`src/partition_id_cfg_pkg.sv`:
```
/*
 * package for the partition narrowing and bandwidth maximum register bank:
 * offsets, field positions, sizes, reset values and carrier structs.
 * assumes a simple synchronous word access port, 32-bit data.
 */
package partition_id_cfg_pkg;
	// ----------------------------------------------------------------
	// sizes
	// ----------------------------------------------------------------
	localparam int unsigned partition_id_count = 16;
	localparam int unsigned partition_id_index_width = 4;
	localparam int unsigned ris_count = 2;
	localparam int unsigned ris_index_width = 1;
	localparam int unsigned frame_count = 2;
	// ----------------------------------------------------------------
	// offsets within a feature frame
	// ----------------------------------------------------------------
	localparam logic [15:0] bandwidth_max_limit_offset = 16'h0208;
	localparam logic [15:0] partition_id_narrowing_map_offset = 16'h0600;
	// ----------------------------------------------------------------
	// field positions
	// ----------------------------------------------------------------
	localparam int unsigned map_internal_bit = 16;
	localparam int unsigned hard_limit_bit = 31;
	localparam int unsigned field_msb = 15;
	// ----------------------------------------------------------------
	// reset values
	// ----------------------------------------------------------------
	localparam logic [15:0] narrowed_id_reset = 16'h0000;
	localparam logic [15:0] bw_max_reset = 16'h0000;
	localparam logic internal_flag_reset = 1'h0;
	localparam logic hard_limit_reset = 1'h0;
	// ----------------------------------------------------------------
	// carriers
	// ----------------------------------------------------------------
	typedef struct packed {
		logic valid;
		logic write;
		logic secure;
		logic [15:0] offset;
		logic [31:0] wdata;
	} access_type;
	typedef struct packed {
		logic [15:0] partition_id_select_field;
		logic [7:0] resource_instance_selector;
		logic internal_select;
	} partition_select_type;
	typedef struct packed {
		logic valid;
		logic [31:0] rdata;
		logic range_error;
		logic internal_error;
	} answer_type;
endpackage

```
`src/partition_id_cfg_bank.sv`:
```
/*
 * partition_id_cfg_bank: narrowing map and bandwidth maximum registers, with
 * separate secure and non-secure copies. assumes the partition select
 * register, error status register and id values live outside; error
 * outputs are one-cycle pulses for the error status register.
 */
// Notes on behaviour
// - narrowing map read returns the narrowed id of the selected request id.
// - out of range or flag clear write leaves mapping unchanged, range error raised; flag bit still stored.
// - internal select set on map access raises unexpected internal error.
// - map absent unless feature and narrowing present; reads zero then.
// - flag bit 16 must be one; flag zero never updates mapping.
// - flag bit reads back the value last written.
// - map holds narrowed id in bits 15:0; bits 31:17 read zero.
// - narrowed ids above the ceiling are out of range.
// - secure and non-secure maps at 0x0600, each own id space.
// - map accesses ignore the resource instance selector.
// - map indexed by partition id select; internal select kept zero.
// - hard limit bit 31 selects hard or soft limiting mode.
// - maximum in bits 15:0 as fraction below one; 30:16 zero.
// - only top fraction-width bits stored; lower bits read zero.
// - bandwidth maximum absent unless feature and both present bits set.
// - maximum indexed by instance selector and partition when present.
// - maximum indexed by the requested partition id select field; narrowing not applied.
// - secure and non-secure maximum registers at 0x0208.
`timescale 1ns/1ps
module partition_id_cfg_bank #(
	parameter logic [3:0] bandwidth_fraction_width = 4'h8
) (
	input wire logic clk_sys,
	input wire logic rstn,
	input wire partition_id_cfg_pkg::access_type access,
	input wire partition_id_cfg_pkg::partition_select_type sel_s,
	input wire partition_id_cfg_pkg::partition_select_type sel_ns,
	input wire logic partitioning_feature,
	input wire logic narrowing_present_flag,
	input wire logic bandwidth_partitioning_present,
	input wire logic max_limit_present,
	input wire logic instance_select_present,
	input wire logic [15:0] narrowed_id_ceiling,
	output partition_id_cfg_pkg::answer_type answer,
	output logic [partition_id_cfg_pkg::frame_count*partition_id_cfg_pkg::ris_count
		*partition_id_cfg_pkg::partition_id_count-1:0] hard_limit_flag,
	output logic [partition_id_cfg_pkg::frame_count*partition_id_cfg_pkg::ris_count
		*partition_id_cfg_pkg::partition_id_count*16-1:0] bw_max_limits
);
	localparam int unsigned np = partition_id_cfg_pkg::partition_id_count;
	localparam int unsigned nm = partition_id_cfg_pkg::frame_count * np;
	localparam int unsigned nb = nm * partition_id_cfg_pkg::ris_count;

	typedef struct packed {
		logic [nm-1:0][15:0] narrowed;
		logic [1:0] flag;
		logic [nb-1:0][15:0] bw_max;
		logic [nb-1:0] hard;
		partition_id_cfg_pkg::answer_type answer;
	} state_type;

	state_type state_reg;
	state_type state_next;

	// ----------------------------------------------------------------
	// decode
	// ----------------------------------------------------------------
	partition_id_cfg_pkg::partition_select_type sel;
	logic map_present;
	logic bw_present;
	logic map_hit;
	logic bw_hit;
	logic [15:0] keep_mask;
	logic [partition_id_cfg_pkg::partition_id_index_width:0] map_idx;
	logic [partition_id_cfg_pkg::partition_id_index_width+1:0] bw_idx;
	logic ris_bit;
	logic [15:0] map_id;
	logic [15:0] bw_id;

	always_comb begin
		sel = access.secure ? sel_s : sel_ns;
		map_present = partitioning_feature & narrowing_present_flag;
		bw_present = partitioning_feature & bandwidth_partitioning_present
			& max_limit_present;
		map_hit = access.valid & map_present
			& access.offset == partition_id_cfg_pkg::partition_id_narrowing_map_offset;
		bw_hit = access.valid & bw_present
			& access.offset == partition_id_cfg_pkg::bandwidth_max_limit_offset;
		// map index ignores instance selector
		map_id = sel.partition_id_select_field;
		map_idx = {access.secure,
			map_id[partition_id_cfg_pkg::partition_id_index_width-1:0]};
		// narrowed or requested id, same select field either way
		bw_id = sel.partition_id_select_field;
		ris_bit = instance_select_present
			? sel.resource_instance_selector[0] : 1'h0;
		bw_idx = {access.secure, ris_bit,
			bw_id[partition_id_cfg_pkg::partition_id_index_width-1:0]};
	end

	// implemented fraction bits, top down
	for (genvar b = 0; b < 16; b++) begin : g_mask
		assign keep_mask[b] =
			(16 - b) <= int'(bandwidth_fraction_width);
	end

	// ----------------------------------------------------------------
	// next state
	// ----------------------------------------------------------------
	always_comb begin
		state_next = state_reg;
		state_next.answer = '0;
		state_next.answer.valid = access.valid;
		if (map_hit) begin
			state_next.answer.internal_error = sel.internal_select;
			if (access.write) begin
				state_next.flag[access.secure] =
					access.wdata[partition_id_cfg_pkg::map_internal_bit];
				if (!access.wdata[partition_id_cfg_pkg::map_internal_bit]
					|| access.wdata[15:0] > narrowed_id_ceiling) begin
					state_next.answer.range_error = 1'h1;
				end else if (!sel.internal_select) begin
					state_next.narrowed[map_idx] =
						access.wdata[15:0];
				end
			end else begin
				state_next.answer.rdata = {15'h0000,
					state_reg.flag[access.secure],
					state_reg.narrowed[map_idx]};
			end
		end else if (bw_hit) begin
			if (access.write) begin
				state_next.hard[bw_idx] =
					access.wdata[partition_id_cfg_pkg::hard_limit_bit];
				state_next.bw_max[bw_idx] =
					access.wdata[15:0] & keep_mask;
			end else begin
				state_next.answer.rdata = {state_reg.hard[bw_idx],
					15'h0000, state_reg.bw_max[bw_idx]};
			end
		end
	end

	// ----------------------------------------------------------------
	// registers
	// ----------------------------------------------------------------
	always_ff @(posedge clk_sys or negedge rstn) begin
		if (!rstn) begin
			state_reg.narrowed <= {nm{partition_id_cfg_pkg::narrowed_id_reset}};
			state_reg.flag <= {2{partition_id_cfg_pkg::internal_flag_reset}};
			state_reg.bw_max <= {nb{partition_id_cfg_pkg::bw_max_reset}};
			state_reg.hard <= {nb{partition_id_cfg_pkg::hard_limit_reset}};
			state_reg.answer <= '0;
		end else begin
			state_reg <= state_next;
		end
	end

	// ----------------------------------------------------------------
	// outputs
	// ----------------------------------------------------------------
	always_comb begin
		answer = state_reg.answer;
		hard_limit_flag = state_reg.hard;
		bw_max_limits = state_reg.bw_max;
	end
endmodule

```
`config.mk`:
```
export PLATFORM = sky130hd
export DESIGN_NAME = partition_id_cfg_bank
export DESIGN_NICKNAME = d
export VERILOG_FILES = /design/src/partition_id_cfg_pkg.sv /design/src/partition_id_cfg_bank.sv
export SDC_FILE = /design/constraint.sdc
export NUM_CORES = 2
export LEC_CHECK = 0
export BUFFER_PORTS_ARGS = -buffer_cell sky130_fd_sc_hd__buf_4
export CAP_MARGIN = 25
export CORE_MARGIN = 2
export CORE_UTILIZATION = 25
export CTS_BUF_LIST = sky130_fd_sc_hd__clkbuf_4 sky130_fd_sc_hd__clkbuf_8 sky130_fd_sc_hd__clkbuf_16
export CTS_CLUSTER_SIZE = 25
export DETAILED_ROUTE_END_ITERATION = 12
export GPL_ROUTABILITY_DRIVEN = 0
export RECOVER_POWER = 100
export SLEW_MARGIN = 10
export SYNTH_ARGS = -nofsm -noshare
export SYNTH_HDL_FRONTEND = slang
export SYNTH_SLANG_ARGS = --single-unit
```
`constraint.sdc`:
```
create_clock -name clk_sys -period 2 [get_ports clk_sys]
set_input_delay 0.4 -clock clk_sys [delete_from_list [all_inputs] [get_ports clk_sys]]
set_output_delay 0.4 -clock clk_sys [all_outputs]
set_load 0.05 [all_outputs]
```
Word-level counts from Yosys, hierarchy flattened
Index checks and enable logic that the tools add are counted.
W data, S select, Z words.
- output and inout port bits: 1123
- latch bits: 0
- register bits after elaboration: 1637
- memories kept: 0
- input bits: 124
- bits in writable memories: 0
- ROM bits: 0
- muxes and demuxes: 29
- reductions and logical operators: 8
- magnitude comparators: 7
- divide/modulo/power cells: 0
- equality and inequality tests: 2
- shift operators: 0
- bitwise logic cells: 10
- $add $sub $neg: 0
- $mul: 0
- operators by type and width (operator ; count):
    $bwmux W1024 ; 1
    $bwmux W512 ; 1
    $bmux W16 S6 ; 1
    $demux W16 S6 ; 1
    $mux W32 ; 3
    $bmux W16 S5 ; 1
    $demux W16 S5 ; 1
    $bwmux W64 ; 1
    $mux W16 ; 4
    $mux W17 ; 1
    $eq A16 B10 Y1 const B ; 1
    $eq A16 B11 Y1 const B ; 1
    $gt A16 B16 Y1 ; 1
    $mux W13 ; 1
    $mux W1 ; 8
    $and A1 B1 Y1 ; 7
    $lt A6 B7 Y1 const B ; 1
    $bmux W1 S6 ; 1
    $demux W1 S6 ; 1
    $ge A6 B1 Y1 const B ; 1
    $lt A5 B6 Y1 const B ; 1
    $ge A5 B1 Y1 const B ; 1
    $reduce_and A4 Y1 ; 1
    $logic_and A1 B1 Y1 ; 3
    10 further kinds ; 12

Depth between registers and ports, before layout
- depth after elaboration: 7
- depth in mapped cells: 14
- gate-level depth less buffers: 10

Worst setup path after synthesis
OpenSTA, ideal clock, no wires.
- path type: input-to-reg
- start point: input narrowed_id_ceiling[1]
- end point: register state_reg[1130] (netlist name)
- stages on the path: 13
- required time: 1.875 ns
- slack: -0.958 ns
- arrival time: 2.833 ns
- path buffers: 3
- cell sequence: inv_1 ha_1 nor2b_1 o21a_1 o21a_1 o21bai_1 a21oi_1 o32a_1 buf_4 buf_6 nor4_4 buf_4 mux2_2
- cells in the longest elaborated chain, start to end: 4
- RTL lines (item ; line ; source):
    start, declared ; partition_id_cfg_bank.sv:40 ; input wire logic [15:0] narrowed_id_ceiling,
    $gt A16 B16 Y1 ; partition_id_cfg_bank.sv:117 ; || access.wdata[15:0] > narrowed_id_ceiling) begin
    $logic_or A1 B1 Y1 ; partition_id_cfg_bank.sv:117 ;
    $not A1 Y1 (no source line) ; - ;
    $reduce_and A4 Y1 (no source line) ; - ;
    end signal, assigned ; partition_id_cfg_bank.sv:152 ; state_reg <= state_next;
    end, declared ; partition_id_cfg_bank.sv:59 ; state_type state_reg;
No other way between the ends.
A chain may end at the register's enable or synchronous reset.

Final worst setup path
- start point: input access[33] (netlist name)
- end point: register state_reg[1149] (netlist name)
- cells in the longest elaborated chain, start to end: 3
- RTL lines (item ; line ; source):
    start, declared ; partition_id_cfg_bank.sv:32 ; input wire partition_id_cfg_pkg::access_type access,
    $eq A16 B11 Y1 ; partition_id_cfg_bank.sv:83 ; & access.offset == partition_id_cfg_pkg::partition_id_narrowing_map_offset;
    $and A1 B1 Y1 ; partition_id_cfg_bank.sv:83 ;
    $reduce_and A4 Y1 (no source line) ; - ;
No other way between the ends.

==> impl_metrics.ini <==
[drt]
drc = 0
route.antenna.remaining_nets = 0
via_per_inst = 4.92
wl_per_cell_um = 31.0
drt_iter0_drc = 3943
num_vias = 43800
drt_wl_total_um = 276000
firstDrtPassIters = 5

[critical_path]
slowest_delay_ns = 0.44
r2r_slack_ns = 0
worst_setup_path_start_kind = primary input
path_max_fanout = 8
cp_common_cell = buf_6
path_cells = buf_8 > buf_6 > nor4b_4 > and3_4 > buf_6 > nand3_4 > or4_4 > buf_12 > buf_6 > nor4_4 > buf_4 > buf_12 > mux2_4
end_kind = flip-flop
worst-r2r-cell-count = 7
crit_type = in2reg
worst-path-buf-inv = 7
required_ns = 2.68
cp_top_family = simple AND/OR/NAND/NOR gates
worstReg2RegEnd = answer[12]
worstReg2RegStart = bw_max_limits[282]
slowest_stage = or4_4
worstPathArrival_ns = 2.99

[final_layout]
fin_util_pct = 33.4
nNetsFinal = 5882
area_growth_pct = 33.1
largest_register_ffs = 514
drive_gt1_share_pct = 54.3
final_cell_mix = buf_4 (1,139), dfrtp_1 (1,111), mux2_4 (604), conb_1 (526), mux2_2 (488)
final_cells = 8895
final_common_cell = buf_4

[timing]
fin_crit_ns = 2.32
setup_tns_ns = -149.08
finalSetupViolations = 870
timing.fmax_ghz = 0.432
tightest_slew_ns = 1.05
period_share_pct = 116
hold-worst-slack_ns = 0.105
finalWorstSetupSlack_ns = -0.315
slew_viol_final = 0
max-slew-margin-rel_pct = 29.8
rsz0062_at_grt = true
hold_violations = 0
clock_skew_ns = 0.0345

[clock_tree]
path_clk_slew_ns = 0.06
cts-root-buf = clkbuf_16
cts_buffers = 130
clockBufferDepth = 3
insertion_delay_ns = 0.81
cts_sinks = 1111
cts_tree = built
htreeDepth = 4

[die]
core_area_mm2 = 0.232
ios = 1247
core.rowCount = 177
die_y_um = 487
dieArea_mm2 = 0.237
fp.dieW_um = 487
initial_core_util_pct = 25.1

[min_path]
hold_depth = 3
hold_class = in2reg
holdPathEnd = bw_max_limits[988]
hold_start = access[12]

[place]
hpwl_um = 201000
post-place-cells = 8510
io_buffers = 668

[global_route]
antenna_found_initial = 23
grt.total_usage_pct = 22.0
grt_max_degree = 101
grt_pass1_wl_um = 365000
grt_pass1_vias = 43100
overflow = 0

[synth]
yosysSeqAreaShare_pct = 47.6
ys_seq_elements = 1111
synthFlopType = dfrtp_1
yosys_warnings = 0
synth-edff-count = 0
synthCells = 5004
synthArstFlopShare_pct = 100
syn_area_mm2 = 0.0584
synth_cell_types = 72
synth_area_per_cell_um2 = 11.7

[flow_run]
maxCapViolations = 0

[run_status]
status = finished, violations left
violations = negative setup slack

[pwr]
cellLeakagePower_nw = 37.8
vdd_drop_max_uv = 964
power_density_mw_per_mm2 = 729
==> where the power goes <==
group / internal, mW / switching [mW] / leakage [nW] / total, mW
clock network: 14.9 / 10.6 / 2.26 / 25.4
registers: 22.5 / 0.000317 / 15.5 / 22.5
logic: 2.45 / 6.29 / 20.1 / 8.75
==> how the worst max path moves through the flow <==
stage / endpoint / cells past startpoint / slack (ns) / start
2_1_floorplan: state_reg[1274] / 13 / -0.88 / narrowed_id_ceiling[1]
3_3_place_gp: answer[17] / 14 / -2.29 / access[48]
3_5_place_dp: answer[17] / 14 / -2.23 / access[48]
4_1_cts: state_reg[1336] / 11 / -0.34 / access[33]
5_1_grt: state_reg[1149] / 12 / -0.36 / access[35]
6_report: state_reg[1149] / 13 / -0.32 / access[33]
==> logic make-up (layout without fill, tap and decap cells) <==
group | Yosys count | count (layout) | synth area share (%)
muxes | 1102 | 1102 | 21.3
adders and majority gates | 16 | 16 | 0.343
DFF | 1111 | 1111 | 47.6
and+or+nand+nor | 557 | 558 | 5.52
AOI/OAI and AO/OA | 744 | 744 | 8.06
buffers and inverters | 1473 | 1787 | 17.1
other | 1 | 534 | 0.00642
==> cells in the mapped netlist (27+ instances only) <==
library cell,count,share of area [%]
mux2_2,1049,20
o22ai_1,424,4.5
nor2_1,53,0.34
clkbuf_1,198,1.3
buf_1,44,0.28
nand3_1,29,0.25
mux2_1,33,0.64
a31oi_1,45,0.48
nor3_1,139,1.2
a21oi_1,27,0.23
dfrtp_1,1111,48
o221ai_1,50,0.75
buf_2,53,0.45
buf_4,1141,15
nand2_1,158,1.0
o21ai_0,139,1.2
nand4_1,27,0.29
nor2_2,57,0.61
==> stage by stage <==
| step | worst slack [ns] | total power [mW] | cell area, µm² |
|---|---|---|---|
| after floorplan | -0.880 | 28.0 | 62800 |
| after global placement | -2.29 | 30.5 | 69000 |
| after detailed placement | -2.23 | 30.5 | 69000 |
| after CTS | -0.340 | 56.6 | 76500 |
| after global routing | -0.357 | 58.2 | 77700 |
| final | -0.315 | 56.6 | 77700 |
==> layout make-up <==
class | instances | area [µm²]
clock buffer | 184 | 3830
multi-input combinational | 2946 | 26600
fill | 22800 | 155000
timing repair buffer | 1531 | 14800
clock inverter | 50 | 704
inverter | 22 | 101
tap | 3043 | 3810
sequential | 1111 | 27800
antenna | 8 | 20.0
==> tightest hold or removal path, stage by stage <==
cell and delay [ns]:
buf_4 0.19, buf_4 0.14, mux2_2 0.13
==> per-layer routing <==
layer	track usage (%)	vias up	wire (µm)
li1	-	17800	-
met1	25.8	22800	103000
met2	35.5	2486	128000
met3	7.01	647	26100
met4	12.3	24	18900
met5	0	-	150
==> repair_timing <==
action                                 CTS  global route
setup endpoints to repair              914          1068
endpoints found under the hold margin  631             0
pin swaps                              103            94
cloned                                  15            16
gates resized for setup                413           192
buffers inserted                        85            48
hold buffers                             4             0
(Power assumes the default switching activity.)
